## src/oope_defines.svh

```systemverilog
// Functional notes
// - OR sets bit if either operand bit set
// - OR updates carry, overflow, parity, zero flags
// - OR accepts six operand forms
// - Port output sends low byte or full accumulator
// - Immediate port form reaches ports 0 to 255
// - Index register port form reaches all 65536 ports
// - Output, string output, pop leave flags untouched
// - String output reads source index, writes indexed port
// - String read uses data segment unless overridden
// - Source index steps up or down by direction
// - Source index step is 1 byte, 2 word
// - Repeated string output gives block output
// - Pop loads word: low at pointer, high next
// - Pop then adds two to stack pointer
// - Pop to register, segment or memory; never code segment
`ifndef OOPE_DEFINES_SVH
`define OOPE_DEFINES_SVH

// ****************************************
// Register byte offsets
// ****************************************
`define OOPE_CMD_OFS    8'h00
`define OOPE_STATUS_OFS 8'h04
`define OOPE_ACCUM_OFS  8'h08
`define OOPE_PORT_OFS   8'h0c
`define OOPE_SRC_OFS    8'h10
`define OOPE_SP_OFS     8'h14
`define OOPE_FLAGS_OFS  8'h18
`define OOPE_OPA_OFS    8'h1c
`define OOPE_OPB_OFS    8'h20
`define OOPE_MOFS_OFS   8'h24
`define OOPE_COUNT_OFS  8'h28
`define OOPE_IMM8_OFS   8'h2c
`define OOPE_SEG0_OFS   8'h30
`define OOPE_SEG_LAST   8'h3c

// ****************************************
// Command fields
// ****************************************
`define OOPE_CMD_OP     1:0
`define OOPE_CMD_FORM   4:2
`define OOPE_CMD_WORD   5
`define OOPE_CMD_REP    6
`define OOPE_CMD_IDX    7
`define OOPE_CMD_OVR    8
`define OOPE_CMD_PDST   10:9
`define OOPE_CMD_SEG    12:11
`define OOPE_CMD_W      13

// ****************************************
// Bit positions and constants
// ****************************************
`define OOPE_ST_BUSY    0
`define OOPE_ST_ILLEGAL 1
`define OOPE_ST_EMPTY   2
`define OOPE_ST_FULL    3
`define OOPE_FLG_CF     0
`define OOPE_FLG_PF     2
`define OOPE_FLG_ZF     6
`define OOPE_FLG_SF     7
`define OOPE_FLG_DF     10
`define OOPE_FLG_OF     11
`define OOPE_SEG_CS     2'h1
`define OOPE_SEG_SS     2'h2
`define OOPE_SEG_DS     2'h3
`define OOPE_STEP_BYTE  16'h0001
`define OOPE_STEP_WORD  16'h0002
`define OOPE_POP_STEP   16'h0002
`define OOPE_REG_RST    16'h0000
`define OOPE_FIFO_DEPTH 8

`endif

```

## src/oope_pkg.sv

```systemverilog
package oope_pkg;
  typedef enum logic [1:0] {OOPE_OR, OOPE_OUT, OOPE_STRING_OUTPUT_INSTR, OOPE_POP} oope_op_t;
  typedef enum logic [2:0] {
    FORM_RR, FORM_RM, FORM_MR, FORM_AI, FORM_RI, FORM_MI, FORM_BAD6, FORM_BAD7
  } oope_form_t;
  typedef enum logic [1:0] {PDST_REG, PDST_SEG, PDST_MEM, PDST_BAD} oope_pdst_t;
  typedef enum logic [3:0] {
    ST_IDLE, ST_MRD, ST_EXEC, ST_MWR, ST_IOQ, ST_SRD, ST_SPUSH, ST_PRD, ST_PWR
  } oope_state_t;
endpackage

```

## src/oope_exec.sv

```systemverilog
`timescale 1ns/100ps
`include "oope_defines.svh"

// ****************************************
// Port write FIFO
// ****************************************
module oope_fifo #(
  parameter int WIDTH = 33,
  parameter int DEPTH = 8
) (
  // Clock, reset, enable
  input  wire logic             pclk,
  input  wire logic             presetn,
  input  wire logic             ce,
  // Fill side
  input  wire logic             in_valid,
  output logic                  in_ready,
  input  wire logic [WIDTH-1:0] in_data,
  // Drain side
  output logic                  out_valid,
  input  wire logic             out_ready,
  output logic [WIDTH-1:0]      out_data,
  // Level
  output logic                  full,
  output logic                  empty
);
  localparam int AW = $clog2(DEPTH);
  logic [WIDTH-1:0] mem [DEPTH];
  logic [AW:0]      wr_ptr;
  logic [AW:0]      rd_ptr;
  logic             push;
  logic             pop;

  // Extra pointer bit tells full from empty
  assign empty     = (wr_ptr == rd_ptr);
  assign full      = (wr_ptr[AW-1:0] == rd_ptr[AW-1:0]) && (wr_ptr[AW] != rd_ptr[AW]);
  assign in_ready  = ce && !full;
  assign out_valid = !empty;
  assign push      = in_valid && in_ready;
  assign pop       = ce && out_valid && out_ready;
  assign out_data  = mem[rd_ptr[AW-1:0]];

  // Storage
  always_ff @(posedge pclk) begin
    if (push) begin
      mem[wr_ptr[AW-1:0]] <= in_data;
    end
  end

  // Pointers
  always_ff @(posedge pclk or negedge presetn) begin
    if (!presetn) begin
      wr_ptr <= '0;
      rd_ptr <= '0;
    end else if (ce) begin
      if (push) begin
        wr_ptr <= wr_ptr + 1'b1;
      end
      if (pop) begin
        rd_ptr <= rd_ptr + 1'b1;
      end
    end
  end
endmodule

// ****************************************
// Execution core for or, out, string_output_instr, pop
// ****************************************
module oope_exec #(
  parameter int FIFO_DEPTH = `OOPE_FIFO_DEPTH
) (
  // Clock, reset, enable
  input  wire logic        pclk,
  input  wire logic        presetn,
  input  wire logic        ce,
  // APB slave
  input  wire logic [7:0]  paddr,
  input  wire logic        psel,
  input  wire logic        penable,
  input  wire logic        pwrite,
  input  wire logic [31:0] pwdata,
  output logic [31:0]      prdata,
  output logic             pready,
  output logic             pslverr,
  // Memory bus
  output logic             mem_req,
  output logic             mem_we,
  output logic             mem_word,
  output logic [19:0]      mem_addr,
  output logic [15:0]      mem_wdata,
  input  wire logic        mem_ack,
  input  wire logic [15:0] mem_rdata,
  // I/O write bus
  output logic             io_valid,
  output logic             io_word,
  output logic [15:0]      io_addr,
  output logic [15:0]      io_data,
  input  wire logic        io_ready
);
  import oope_pkg::*;

  oope_state_t       state;
  logic [`OOPE_CMD_W-1:0] cmd_q;
  logic [15:0]       accum_word;
  logic [15:0]       port_index_reg;
  logic [15:0]       src_index;
  logic [15:0]       stack_pointer_reg;
  logic [15:0]       flags;
  logic [15:0]       opa;
  logic [15:0]       opb;
  logic [15:0]       mem_ofs;
  logic [15:0]       count;
  logic [7:0]        imm8;
  logic [15:0]       seg_reg [4];
  logic [15:0]       mem_data;
  logic              illegal;
  logic              rd_rdy;

  logic              wr_go;
  logic              wr_idle;
  logic              start;
  logic              bad_cmd;
  logic              mapped;
  logic [31:0]       rd_mux;
  oope_op_t          new_op;
  oope_form_t        new_form;
  oope_form_t        form;
  oope_pdst_t        pdst;
  logic              is_word;
  logic [15:0]       dst_val;
  logic [15:0]       src_val;
  logic [15:0]       or_res;
  logic [15:0]       res;
  logic [15:0]       dseg;
  logic [15:0]       step;
  logic              or_done;
  logic              string_output_instr_step;
  logic              pop_got;
  logic              fifo_in_valid;
  logic              fifo_in_ready;
  logic [32:0]       fifo_in_data;
  logic [32:0]       fifo_out_data;
  logic              fifo_full;
  logic              fifo_empty;

  // ****************************************
  // APB slave
  // ****************************************
  assign mapped  = (paddr[1:0] == 2'h0) && (paddr <= `OOPE_SEG_LAST);
  assign pready  = ce && rd_rdy && penable;
  assign pslverr = pready && !mapped;
  assign wr_go   = psel && penable && pready && pwrite && mapped;
  // Busy engine owns its registers, so writes are dropped
  assign wr_idle = wr_go && (state == ST_IDLE);

  // Read data taken in setup, so prdata is a flop
  always_ff @(posedge pclk or negedge presetn) begin
    if (!presetn) begin
      rd_rdy <= 1'b0;
      prdata <= 32'h0000_0000;
    end else if (ce) begin
      if (psel && penable && rd_rdy) begin
        rd_rdy <= 1'b0;
      end else if (psel) begin
        rd_rdy <= 1'b1;
        prdata <= rd_mux;
      end
    end
  end

  // Read decode
  always_comb begin
    rd_mux = 32'h0000_0000;
    if (paddr == `OOPE_CMD_OFS) begin
      rd_mux = {{(32-`OOPE_CMD_W){1'b0}}, cmd_q};
    end else if (paddr == `OOPE_STATUS_OFS) begin
      rd_mux[`OOPE_ST_BUSY]    = (state != ST_IDLE);
      rd_mux[`OOPE_ST_ILLEGAL] = illegal;
      rd_mux[`OOPE_ST_EMPTY]   = fifo_empty;
      rd_mux[`OOPE_ST_FULL]    = fifo_full;
    end else if (paddr == `OOPE_ACCUM_OFS) begin
      rd_mux[15:0] = accum_word;
    end else if (paddr == `OOPE_PORT_OFS) begin
      rd_mux[15:0] = port_index_reg;
    end else if (paddr == `OOPE_SRC_OFS) begin
      rd_mux[15:0] = src_index;
    end else if (paddr == `OOPE_SP_OFS) begin
      rd_mux[15:0] = stack_pointer_reg;
    end else if (paddr == `OOPE_FLAGS_OFS) begin
      rd_mux[15:0] = flags;
    end else if (paddr == `OOPE_OPA_OFS) begin
      rd_mux[15:0] = opa;
    end else if (paddr == `OOPE_OPB_OFS) begin
      rd_mux[15:0] = opb;
    end else if (paddr == `OOPE_MOFS_OFS) begin
      rd_mux[15:0] = mem_ofs;
    end else if (paddr == `OOPE_COUNT_OFS) begin
      rd_mux[15:0] = count;
    end else if (paddr == `OOPE_IMM8_OFS) begin
      rd_mux[7:0] = imm8;
    end else if (paddr >= `OOPE_SEG0_OFS && mapped) begin
      rd_mux[15:0] = seg_reg[paddr[3:2]];
    end
  end

  // ****************************************
  // Command decode
  // ****************************************
  assign new_op   = oope_op_t'(pwdata[`OOPE_CMD_OP]);
  assign new_form = oope_form_t'(pwdata[`OOPE_CMD_FORM]);
  // Bad form, bad pop target or pop to code segment refused
  assign bad_cmd  = ((new_op == OOPE_OR) && (new_form > FORM_MI)) ||
                    ((new_op == OOPE_POP) && (pwdata[`OOPE_CMD_PDST] == PDST_BAD)) ||
                    ((new_op == OOPE_POP) && (pwdata[`OOPE_CMD_PDST] == PDST_SEG) &&
                     (pwdata[`OOPE_CMD_SEG] == `OOPE_SEG_CS));
  assign start    = wr_idle && (paddr == `OOPE_CMD_OFS) && !bad_cmd;

  assign form    = oope_form_t'(cmd_q[`OOPE_CMD_FORM]);
  assign pdst    = oope_pdst_t'(cmd_q[`OOPE_CMD_PDST]);
  assign is_word = cmd_q[`OOPE_CMD_WORD];
  assign step    = is_word ? `OOPE_STEP_WORD : `OOPE_STEP_BYTE;
  // Override replaces the data segment
  assign dseg    = cmd_q[`OOPE_CMD_OVR] ? seg_reg[cmd_q[`OOPE_CMD_SEG]]
                                        : seg_reg[`OOPE_SEG_DS];

  // ****************************************
  // OR datapath
  // ****************************************
  always_comb begin
    dst_val = opa;
    src_val = opb;
    case (form)
      FORM_RM: begin
        src_val = mem_data;
      end
      FORM_MR, FORM_MI: begin
        dst_val = mem_data;
      end
      FORM_AI: begin
        dst_val = accum_word;
      end
      default: ;
    endcase
  end

  assign or_res    = dst_val | src_val;
  assign res       = is_word ? or_res : {8'h00, or_res[7:0]};
  assign or_done   = (state == ST_EXEC);
  assign string_output_instr_step = (state == ST_SPUSH) && fifo_in_ready;
  assign pop_got   = (state == ST_PRD) && mem_ack;

  // ****************************************
  // Sequencer
  // ****************************************
  always_ff @(posedge pclk or negedge presetn) begin
    if (!presetn) begin
      state <= ST_IDLE;
    end else if (ce) begin
      case (state)
        ST_IDLE: begin
          if (start) begin
            case (new_op)
              OOPE_OR: begin
                if (new_form == FORM_RM || new_form == FORM_MR || new_form == FORM_MI) begin
                  state <= ST_MRD;
                end else begin
                  state <= ST_EXEC;
                end
              end
              OOPE_OUT: begin
                state <= ST_IOQ;
              end
              OOPE_STRING_OUTPUT_INSTR: begin
                // Zero repeat count moves nothing
                if (pwdata[`OOPE_CMD_REP] && count == 16'h0000) begin
                  state <= ST_IDLE;
                end else begin
                  state <= ST_SRD;
                end
              end
              default: begin
                state <= ST_PRD;
              end
            endcase
          end
        end
        ST_MRD: begin
          if (mem_ack) begin
            state <= ST_EXEC;
          end
        end
        ST_EXEC: begin
          state <= (form == FORM_MR || form == FORM_MI) ? ST_MWR : ST_IDLE;
        end
        ST_MWR, ST_PWR: begin
          if (mem_ack) begin
            state <= ST_IDLE;
          end
        end
        ST_IOQ: begin
          if (fifo_in_ready) begin
            state <= ST_IDLE;
          end
        end
        ST_SRD: begin
          if (mem_ack) begin
            state <= ST_SPUSH;
          end
        end
        ST_SPUSH: begin
          if (fifo_in_ready) begin
            state <= (cmd_q[`OOPE_CMD_REP] && count != 16'h0001) ? ST_SRD : ST_IDLE;
          end
        end
        ST_PRD: begin
          if (mem_ack) begin
            state <= (pdst == PDST_MEM) ? ST_PWR : ST_IDLE;
          end
        end
        default: begin
          state <= ST_IDLE;
        end
      endcase
    end
  end

  // Command latch
  always_ff @(posedge pclk or negedge presetn) begin
    if (!presetn) begin
      cmd_q <= '0;
    end else if (ce && start) begin
      cmd_q <= pwdata[`OOPE_CMD_W-1:0];
    end
  end

  // Refused command is sticky; a new refusal beats the clear
  always_ff @(posedge pclk or negedge presetn) begin
    if (!presetn) begin
      illegal <= 1'b0;
    end else if (ce) begin
      if (wr_idle && paddr == `OOPE_CMD_OFS && bad_cmd) begin
        illegal <= 1'b1;
      end else if (wr_idle && paddr == `OOPE_STATUS_OFS && pwdata[`OOPE_ST_ILLEGAL]) begin
        illegal <= 1'b0;
      end
    end
  end

  // Memory read data
  always_ff @(posedge pclk or negedge presetn) begin
    if (!presetn) begin
      mem_data <= `OOPE_REG_RST;
    end else if (ce && mem_ack && (state == ST_MRD || state == ST_SRD || state == ST_PRD)) begin
      mem_data <= mem_rdata;
    end
  end

  // ****************************************
  // Architectural registers
  // ****************************************
  // Accumulator holds OR immediate result
  always_ff @(posedge pclk or negedge presetn) begin
    if (!presetn) begin
      accum_word <= `OOPE_REG_RST;
    end else if (ce) begin
      if (wr_idle && paddr == `OOPE_ACCUM_OFS) begin
        accum_word <= pwdata[15:0];
      end else if (or_done && form == FORM_AI) begin
        accum_word <= is_word ? or_res : {accum_word[15:8], or_res[7:0]};
      end
    end
  end

  // Register destination of OR and pop
  always_ff @(posedge pclk or negedge presetn) begin
    if (!presetn) begin
      opa <= `OOPE_REG_RST;
    end else if (ce) begin
      if (wr_idle && paddr == `OOPE_OPA_OFS) begin
        opa <= pwdata[15:0];
      end else if (or_done && (form == FORM_RR || form == FORM_RM || form == FORM_RI)) begin
        opa <= is_word ? or_res : {opa[15:8], or_res[7:0]};
      end else if (pop_got && pdst == PDST_REG) begin
        opa <= mem_rdata;
      end
    end
  end

  // Flags change only on OR
  always_ff @(posedge pclk or negedge presetn) begin
    if (!presetn) begin
      flags <= `OOPE_REG_RST;
    end else if (ce) begin
      if (wr_idle && paddr == `OOPE_FLAGS_OFS) begin
        flags <= pwdata[15:0];
      end else if (or_done) begin
        flags[`OOPE_FLG_CF] <= 1'b0;
        flags[`OOPE_FLG_OF] <= 1'b0;
        flags[`OOPE_FLG_PF] <= ~^res[7:0];
        flags[`OOPE_FLG_ZF] <= (res == 16'h0000);
        flags[`OOPE_FLG_SF] <= is_word ? res[15] : res[7];
      end
    end
  end

  // Source index steps by direction flag
  always_ff @(posedge pclk or negedge presetn) begin
    if (!presetn) begin
      src_index <= `OOPE_REG_RST;
    end else if (ce) begin
      if (wr_idle && paddr == `OOPE_SRC_OFS) begin
        src_index <= pwdata[15:0];
      end else if (string_output_instr_step) begin
        src_index <= flags[`OOPE_FLG_DF] ? src_index - step : src_index + step;
      end
    end
  end

  // Repeat count per element
  always_ff @(posedge pclk or negedge presetn) begin
    if (!presetn) begin
      count <= `OOPE_REG_RST;
    end else if (ce) begin
      if (wr_idle && paddr == `OOPE_COUNT_OFS) begin
        count <= pwdata[15:0];
      end else if (string_output_instr_step && cmd_q[`OOPE_CMD_REP]) begin
        count <= count - 16'h0001;
      end
    end
  end

  // Stack pointer past popped word
  always_ff @(posedge pclk or negedge presetn) begin
    if (!presetn) begin
      stack_pointer_reg <= `OOPE_REG_RST;
    end else if (ce) begin
      if (wr_idle && paddr == `OOPE_SP_OFS) begin
        stack_pointer_reg <= pwdata[15:0];
      end else if (pop_got) begin
        stack_pointer_reg <= stack_pointer_reg + `OOPE_POP_STEP;
      end
    end
  end

  // Software-only operand registers
  always_ff @(posedge pclk or negedge presetn) begin
    if (!presetn) begin
      port_index_reg <= `OOPE_REG_RST;
      opb            <= `OOPE_REG_RST;
      mem_ofs        <= `OOPE_REG_RST;
      imm8           <= 8'h00;
    end else if (ce && wr_idle) begin
      if (paddr == `OOPE_PORT_OFS) begin
        port_index_reg <= pwdata[15:0];
      end else if (paddr == `OOPE_OPB_OFS) begin
        opb <= pwdata[15:0];
      end else if (paddr == `OOPE_MOFS_OFS) begin
        mem_ofs <= pwdata[15:0];
      end else if (paddr == `OOPE_IMM8_OFS) begin
        imm8 <= pwdata[7:0];
      end
    end
  end

  // Segment registers
  for (genvar g = 0; g < 4; g++) begin : g_seg
    always_ff @(posedge pclk or negedge presetn) begin
      if (!presetn) begin
        seg_reg[g] <= `OOPE_REG_RST;
      end else if (ce) begin
        if (wr_idle && paddr == `OOPE_SEG0_OFS + 8'(4 * g)) begin
          seg_reg[g] <= pwdata[15:0];
        end else if (pop_got && pdst == PDST_SEG && cmd_q[`OOPE_CMD_SEG] == 2'(g)) begin
          seg_reg[g] <= mem_rdata;
        end
      end
    end
  end

  // ****************************************
  // Memory bus
  // ****************************************
  // Word: low byte at address, high at next
  always_comb begin
    mem_req   = 1'b0;
    mem_we    = 1'b0;
    mem_word  = is_word;
    mem_wdata = res;
    mem_addr  = {dseg, 4'h0} + {4'h0, mem_ofs};
    case (state)
      ST_MRD: begin
        mem_req = 1'b1;
      end
      ST_MWR: begin
        mem_req = 1'b1;
        mem_we  = 1'b1;
      end
      ST_SRD: begin
        mem_req  = 1'b1;
        mem_addr = {dseg, 4'h0} + {4'h0, src_index};
      end
      ST_PRD: begin
        mem_req  = 1'b1;
        mem_word = 1'b1;
        mem_addr = {seg_reg[`OOPE_SEG_SS], 4'h0} + {4'h0, stack_pointer_reg};
      end
      ST_PWR: begin
        mem_req   = 1'b1;
        mem_we    = 1'b1;
        mem_word  = 1'b1;
        mem_wdata = mem_data;
      end
      default: ;
    endcase
  end

  // ****************************************
  // Port output path
  // ****************************************
  // Entry is {word, port, data}; a full FIFO stalls the sequencer
  always_comb begin
    fifo_in_valid = 1'b0;
    fifo_in_data  = {is_word, port_index_reg, mem_data};
    if (state == ST_IOQ) begin
      fifo_in_valid = 1'b1;
      fifo_in_data  = {is_word,
                       cmd_q[`OOPE_CMD_IDX] ? port_index_reg : {8'h00, imm8},
                       is_word ? accum_word : {8'h00, accum_word[7:0]}};
    end else if (state == ST_SPUSH) begin
      fifo_in_valid = 1'b1;
      fifo_in_data  = {is_word, port_index_reg,
                       is_word ? mem_data : {8'h00, mem_data[7:0]}};
    end
  end

  oope_fifo #(
    .WIDTH (33),
    .DEPTH (FIFO_DEPTH)
  ) u_fifo (
    .pclk      (pclk),
    .presetn   (presetn),
    .ce        (ce),
    .in_valid  (fifo_in_valid),
    .in_ready  (fifo_in_ready),
    .in_data   (fifo_in_data),
    .out_valid (io_valid),
    .out_ready (io_ready),
    .out_data  (fifo_out_data),
    .full      (fifo_full),
    .empty     (fifo_empty)
  );

  assign io_word = fifo_out_data[32];
  assign io_addr = fifo_out_data[31:16];
  assign io_data = fifo_out_data[15:0];
endmodule

```

## config.mk

```make
export PLATFORM = sky130hd
export DESIGN_NAME = oope_exec
export DESIGN_NICKNAME = d
export VERILOG_FILES = /design/src/oope_pkg.sv /design/src/oope_exec.sv
export VERILOG_INCLUDE_DIRS = /design/src
export SDC_FILE = /design/constraint.sdc
export NUM_CORES = 1
export LEC_CHECK = 0
export BUFFER_PORTS_ARGS = -buffer_cell sky130_fd_sc_hd__buf_4
export CAP_MARGIN = 25
export CORE_ASPECT_RATIO = 1.75
export CORE_MARGIN = 5
export CORE_UTILIZATION = 61
export DETAILED_ROUTE_END_ITERATION = 8
export PLACE_DENSITY_LB_ADDON = 0.3
export SYNTH_ARGS = -nofsm -noshare
export SYNTH_HDL_FRONTEND = slang
export SYNTH_SLANG_ARGS = --single-unit
```

## constraint.sdc

```tcl
create_clock -name pclk -period 11.15 [get_ports pclk]
set_clock_uncertainty 0.1 [all_clocks]
set_input_delay 3.345 -clock pclk [delete_from_list [all_inputs] [get_ports pclk]]
set_output_delay 3.345 -clock pclk [all_outputs]
set_load 0.05 [all_outputs]
```

==> metrics.md, run 1 <==
| Metric | Value |
|---|---|
| Seq pwr share | `0.412` |
| Post-route DRC violation count | `0` |
| Mux share of post-synthesis cell area | `0.160` |
| # fillers | `3353` |
| Setup crit start kind | `flip-flop` |
| Clock-pin slew on the worst setup and hold paths | `0.07 ns` |
| Yosys warning total | `0` |
| CTS Root Cell | `clkbuf_16` |
| Fin crit share | `0.756` |
| DR iter-0 viols | `2672` |
| Most frequent cell after synthesis | `dfrtp_1` |
| Vias in the first global route | `22000` |
| Max-slew headroom | `0.282` |
| CP Class | `reg -> out` |
| Clock latency on the worst-skew pair | `0.59 ns` |
| Synth Area per Inst | `11.7 µm²` |
| Setup violators final | `0` |
| Tmin final | `8.43 ns` |
| Min-delay src | `u_fifo.wr_ptr[3]` |
| Core area | `46100 µm²` |
| Starting Density | `0.616` |
| Post-Synth XOR/XNOR Area | `0.0244` |
| Crit-path cells | `buf_4, nor2b_1, a22o_1, nand2_1, o221ai_1, ha_1, inv_1, fa_1, nor2b_1, o21ai_0, a21boi_0, o211ai_1, a31oi_1, nand2_1, xnor2_1, mux2i_1, buf_4` |
| Final setup TNS | `0 ns` |
| Netlist cell types | `85` |
| Post-synth EDFFs | `264` |
| CTS buffer count | `48` |
| Post-Syn Instances | `2415` |
| Setup Fix Bufs, Post-CTS | `0` |
| Hold_buf cts | `0` |
| Slew Viols, Final | `0` |
| Congestion Overflow GR | `0` |
| Switch Pwr | `2.33 mW` |
| Final Worst Setup Slack | `2.72 ns` |
| Total track usage | `0.376` |
| Sw Ratio | `0.366` |
| Synth-to-Final Area Change | `11.1%` |
| Post-DR wirelength/cell | `31.0 µm` |
| Resized cells post-CTS | `0` |
| HP Class | `reg -> reg` |
| Synth area leaders | `edfxtp_1, dfrtp_1, mux4_2` |
| Die area | `51100 µm²` |
| NumNets Final | `2614` |
| Fin cells | `3119` |
| Hold endpoint | `u_fifo.wr_ptr[3]` |
| Synth top cells by count | `dfrtp_1, edfxtp_1, nand2_1, nor2_1, a21oi_1` |
| Max-Cap Viols | `0` |
| Tot Pwr | `6.36 mW` |
| Synth Flop Type | `dfrtp_1` |
| Unrepaired setup endpoints after global routing | `false` |
| Internal power | `4.03 mW` |
| Slew @ Worst Pin | `1.08 ns` |
| Mapped cell area | `28400 µm²` |
| Clock group share of total power | `0.266` |
| Cell taking the most area after synthesis | `edfxtp_1` |
| Adder-Cell Fraction of Synth Area | `0.0233` |
| Placed Cells | `3030` |
| DP Area | `29900 µm²` |
| Fmax | `0.119 GHz` |
| Vias per cell | `6.93` |
| Detailed Route WL | `96700 µm` |
| Post-route ant nets | `0` |
| Pre-CTS setup slack | `3.43 ns` |
| Arrival @ worst endpoint | `4.99 ns` |
| Max reg flops | `264` |
| RR Startpoint | `u_fifo.rd_ptr[1]` |
| R2R Setup Slk | `6.76 ns` |
| Post-route cell area | `31500 µm²` |
| Slowest library cell on the worst path | `nor2b_1` |
| HPWL Detailed | `69200 µm` |
| CTS Buffer Depth | `3` |
| Peak VDD IR | `0.142 mV` |
| CTS tree | `built` |
| Worst Path Required | `7.71 ns` |
| Num rows | `104` |
| Reg2Reg Depth | `6` |
| Crit-path max cell delay | `0.90 ns` |
| DR vias | `21600` |
| PwrDens | `202 nW/µm²` |
| R2R Path End | `u_fifo.mem[1][10]` |
| FF+latch count, synth | `539` |
| Fraction of registers with async set/reset | `0.510` |
| Share of cells above drive strength 1 | `0.215` |
| I/O pin total | `171` |
| Largest family of logic cells by synthesized area | `multiplexers` |
| Combinational share of power | `0.322` |
| Compound-Gate Fraction of Synth Area | `0.137` |
| Area of the multi-input gates | `12800 µm²` |
| Initial DRT Pass Iterations | `6` |
| Clock sink count | `539` |
| Sequential area share after synthesis | `0.522` |
| Crit. End Element | `primary output` |
| Port buffer count | `138` |
| Hold depth | `1` |
| Antenna violations before repair | `2` |
| Outcome | `complete, no violations` |
| Width of the die | `173 µm` |
| Final hold violation count | `0` |
| Reg area | `14800 µm²` |
| First-pass GRT wire length | `143000 µm` |
| Synth Area in Simple Gates | `0.0996` |
| H-tree Lvls | `2` |
| Die outline height | `295 µm` |
| Largest net degree at the start of global routing | `123` |
| Crit-path max FO | `40` |
| GPL Wtd Cong | `1.07` |
| Leak Pwr | `12.7 nW` |
| Synth top area share | `0.279` |
cells in the final DEF, fill, tap and decap left out, types with 37 or more instances in the layout:
master	n
dfrtp_1	272
edfxtp_1	264
nand2_1	249
buf_4	184
a21oi_1	151
nor2_1	149
o21ai_0	142
mux2_2	136
mux2i_1	103
mux4_2	82
xnor2_1	51
clkbuf_16	49
ha_1	48
inv_1	41
o21ai_1	37
worst max-delay path: cells and delay by family (launching register included):
kind                     cells  cell delay, ns
AND/OR/NAND/NOR              4            1.19
buffers and inverters        3            0.58
adder cells (fa/ha/maj)      2            0.67
flip-flops                   1            0.36
AO/OA/AOI/OAI                6            1.27
multiplexers                 1            0.16
XOR/XNOR                     1            0.13
per-stage QoR:
step,utilization,hold WS (ns)
after floorplan,-,0.348
after global placement,0.648,0.363
after detailed placement,0.649,0.372
after CTS,0.683,0.386
after global routing,0.684,0.402
final,0.684,0.390
final cells by class:
| class | instances | share of cell area |
|---|---|---|
| tap | 583 | 0.0231 |
| multi-input combinational | 1679 | 0.405 |
| antenna | 1 | 0.0000794 |
| sequential | 539 | 0.470 |
| inverter | 43 | 0.00512 |
| clock buffer | 61 | 0.0426 |
| clock inverter | 25 | 0.00778 |
| timing repair buffer | 188 | 0.0463 |
power groups by stage:
stage | Combinational [mW] | Clock, mW | Sequential, mW
global route | 2.18 | 1.79 | 2.63
finish | 2.05 | 1.69 | 2.62
floorplan | 1.51 | 0 | 2.51
CTS | 2.02 | 1.71 | 2.63
global placement | 1.96 | 0 | 2.66
detailed placement | 2.01 | 0 | 2.67
worst max-delay path by stage:
stage               startpoint            to  slack, ns  depth (start not counted)
floorplan                   ce       pslverr       2.82                          3
global placement     cmd_q[12]  mem_addr[18]       3.43                         17
detailed placement    paddr[1]       pslverr       3.43                          4
CTS                  cmd_q[12]  mem_addr[18]       2.84                         17
global route         cmd_q[12]  mem_addr[18]       2.57                         17
finish               cmd_q[12]  mem_addr[18]       2.72                         17
cells by family after synthesis:
logic type	after synthesis
xor gates and xnor gates	79
DFF	539
and+or+nand+nor	593
adders and majority gates	51
muxes	333
buffers and inverters	212
AOI/OAI and AO/OA	607
other	1
layer usage:
layer / GRT usage / vias to the layer above / routed length [µm]
li1: - / 9240 / -
met1: 0.421 / 10700 / 32800
met2: 0.631 / 1239 / 47100
met5: 0 / - / 20
met3: 0.0633 / 428 / 6800
met4: 0.311 / 2 / 9990
Power figures use the tool's default switching activity.
==> inputs of run 2 (changes only) <==
clock period = 8.1 ns   (was 11.15 ns; I/O delays follow)
==> run 2 against run 1 <==
Compared with the run above:
- worst setup slack got worse by 1.9 ns
- hold slack got worse by 0.0061 ns
- global-route usage rose by 0.34 points
- critical path depth did not move
- via count rose by 0.59%
- cell count rose by 0.22%
- core utilization rose by 0.26 points
- largest cell class unchanged
- sequential share of layout area fell by 0.17 points
- die area did not move
- cell area rose by 0.37%
- first-iteration DRC count rose by 3.1%
- critical endpoint unchanged
==> metrics.md, run 2 (synthesis gave the netlist of run 1 again) <==
| Metric | Value |
|---|---|
| Share of cells above drive strength 1 | `0.216 (was 0.215)` |
| I/O pin total | `171 (unchanged)` |
| CP Depth | `17 (unchanged)` |
| Seq pwr share | `0.414 (was 0.412)` |
| Vias per cell | `6.96 (was 6.93)` |
| Internal power | `5.62 mW (was 4.03 mW)` |
| CP top delay family | `simple AND/OR/NAND/NOR gates (was compound AO/OA/AOI/OAI gates)` |
| Commonest non-fill, non-tap cells in the layout | `dfrtp_1, edfxtp_1, nand2_1 (unchanged)` |
| Hold_buf cts | `0 (unchanged)` |
| CTS tree | `built (unchanged)` |
| Post-route cell area | `31600 µm² (was 31500 µm²)` |
| Detailed Route WL | `97900 µm (was 96700 µm)` |
| Peak VDD IR | `0.277 mV (was 0.142 mV)` |
| Max-slew headroom | `0.267 (was 0.282)` |
| CP Class | `reg -> out (unchanged)` |
| Antenna violations before repair | `1 (was 2)` |
| H-tree Lvls | `2 (unchanged)` |
| Pre-CTS setup slack | `1.55 ns (was 3.43 ns)` |
| Max reg flops | `264 (unchanged)` |
| Starting Density | `0.616 (unchanged)` |
| Slowest library cell on the worst path | `dfrtp_1 (was nor2b_1)` |
| Post-route ant nets | `0 (unchanged)` |
| Worst Path Required | `5.57 ns (was 7.71 ns)` |
| Crit-path max cell delay | `0.58 ns (was 0.90 ns)` |
| Crit-path cells | `and2b_1, nand2_1, nor2_1, buf_4, mux2_2, ha_1, inv_1, fa_1, nor2b_1, o21ai_0, a21boi_0, o211ai_1, a31oi_1, nand2_1, xnor2_1, mux2i_1, buf_4 (was buf_4, nor2b_1, a22o_1, nand2_1, o221ai_1, ha_1, inv_1, fa_1, nor2b_1, o21ai_0, a21boi_0, o211ai_1, a31oi_1, nand2_1, xnor2_1, mux2i_1, buf_4)` |
| Buf/Inv on CP | `3 (unchanged)` |
| Die outline height | `295 µm (unchanged)` |
| Outcome | `complete, no violations (unchanged)` |
| Switch Pwr | `3.23 mW (was 2.33 mW)` |
| Largest net degree at the start of global routing | `160 (was 123)` |
| RR Startpoint | `u_fifo.rd_ptr[0] (was u_fifo.rd_ptr[1])` |
| Combinational share of power | `0.312 (was 0.322)` |
| Crit. End Element | `primary output (unchanged)` |
| Sw Ratio | `0.365 (was 0.366)` |
| Final hold violation count | `0 (unchanged)` |
| Vias in the first global route | `22000 (about the same)` |
| Crit-path max FO | `13 (was 40)` |
| Tmin final | `7.24 ns` |
| Clock group share of total power | `0.274 (was 0.266)` |
| Resized cells post-CTS | `0 (unchanged)` |
| Initial DRT Pass Iterations | `8 (was 6)` |
| Reg2Reg Depth | `6 (unchanged)` |
| Fmax | `0.138 GHz` |
| Slew @ Worst Pin | `1.10 ns (was 1.08 ns)` |
| DP Area | `30000 µm² (was 29900 µm²)` |
| Fin crit share | `0.894` |
| Tot Pwr | `8.85 mW (was 6.36 mW)` |
| Leak Pwr | `12.8 nW (was 12.7 nW)` |
| Port buffer count | `138 (unchanged)` |
| Clock latency on the worst-skew pair | `0.60 ns (was 0.59 ns)` |
| Core area | `46100 µm² (unchanged)` |
| R2R Path End | `u_fifo.mem[0][11] (was u_fifo.mem[1][10])` |
| Most common cell after layout, fill and taps aside | `dfrtp_1 (unchanged)` |
| CTS buffer count | `48 (unchanged)` |
| # fillers | `3365 (was 3353)` |
| Congestion Overflow GR | `0 (unchanged)` |
| HPWL Detailed | `70000 µm (was 69200 µm)` |
| Post-route DRC violation count | `0 (unchanged)` |
| DR vias | `21800 (was 21600)` |
| NumNets Final | `2617 (was 2614)` |
| Post-DR wirelength/cell | `31.3 µm (was 31.0 µm)` |
| Setup crit start kind | `flip-flop (unchanged)` |
| Worst setup startpoint | `state[0] (was cmd_q[12])` |
| Width of the die | `173 µm (unchanged)` |
| Setup violators final | `0 (unchanged)` |
| DR iter-0 viols | `2754 (was 2672)` |
| Unrepaired setup endpoints after global routing | `false (unchanged)` |
| HP Class | `reg -> reg (unchanged)` |
| Final Worst Setup Slack | `0.856 ns (was 2.72 ns)` |
| Max-Cap Viols | `0 (unchanged)` |
| Die area | `51100 µm² (unchanged)` |
| R2R Setup Slk | `3.76 ns (was 6.76 ns)` |
| Synth-to-Final Area Change | `11.5% (was 11.1%)` |
| Slew Viols, Final | `0 (unchanged)` |
| Arrival @ worst endpoint | `4.71 ns (was 4.99 ns)` |
| Worst Setup EP | `mem_addr[18] (unchanged)` |
| Final setup TNS | `0 ns (unchanged)` |
| CTS Root Cell | `clkbuf_16 (unchanged)` |
| Setup Fix Bufs, Post-CTS | `0 (unchanged)` |
| Clock-pin slew on the worst setup and hold paths | `0.07 ns (about the same)` |
| Total track usage | `0.379 (was 0.376)` |
| First-pass GRT wire length | `144000 µm (was 143000 µm)` |
| CTS Buffer Depth | `3 (unchanged)` |
| GPL Wtd Cong | `1.04 (was 1.07)` |
| Clock sink count | `539 (unchanged)` |
| Num rows | `104 (unchanged)` |
| PwrDens | `280 nW/µm² (was 202 nW/µm²)` |
==> run 2: per-layer routing <==
layer | vias to the layer above | track usage | routed length, µm
met4 | 0 | 0.312 | 10400
met2 | 1337 | 0.643 | 47700
li1 | 9244 | - | -
met5 | - | 0 | 0
met1 | 10700 | 0.422 | 32300
met3 | 448 | 0.0614 | 7480
==> run 2: cell type report <==
class	instances	area, µm²	share of cell area
Antenna cell	4	10.0	0.000316
Clock buffer	58	1280	0.0405
Clock inverter	29	362	0.0114
Inverter	43	161	0.00510
Multi-Input combinational cell	1679	12800	0.403
Sequential cell	539	14800	0.468
Tap cell	583	729	0.0231
Timing Repair Buffer	191	1520	0.0481
==> run 2: how the worst min path moves through the flow <==
stage | to | cells past startpoint | slack, ns | start
2_1_floorplan | illegal | 2 | 0.35 | illegal
3_5_place_dp | flags[12] | 2 | 0.37 | flags[12]
6_report | flags[12] | 2 | 0.38 | flags[12]
5_1_grt | u_fifo.wr_ptr[3] | 1 | 0.40 | u_fifo.wr_ptr[3]
3_3_place_gp | flags[1] | 2 | 0.36 | flags[1]
4_1_cts | flags[12] | 2 | 0.39 | flags[12]
==> run 2: stage by stage <==
stage	hold WS [ns]	instances	util
final	0.384	3126	0.687
after global routing	0.403	3122	0.687
after CTS	0.386	3122	0.687
after detailed placement	0.371	3035	0.651
after global placement	0.364	3031	0.649
after floorplan	0.348	2430	-
==> run 2: worst reg2reg max path: stages (launching register included) <==
cell,delay [ns]
dfrtp_4,0.98
buf_4,0.60
xnor2_1,0.18
a41oi_2,0.55
nand2b_1,0.40
nor3_2,0.60
buf_4,0.54
==> run 2: power by group through the flow <==
stage / Combinational [mW] / Clock [mW] / Sequential [mW]
6_report: 2.76 / 2.42 / 3.67
5_1_grt: 2.92 / 2.56 / 3.68
4_1_cts: 2.77 / 2.44 / 3.65
3_5_place_dp: 2.75 / 0 / 3.71
3_3_place_gp: 2.67 / 0 / 3.69
2_1_floorplan: 2.07 / 0 / 3.45
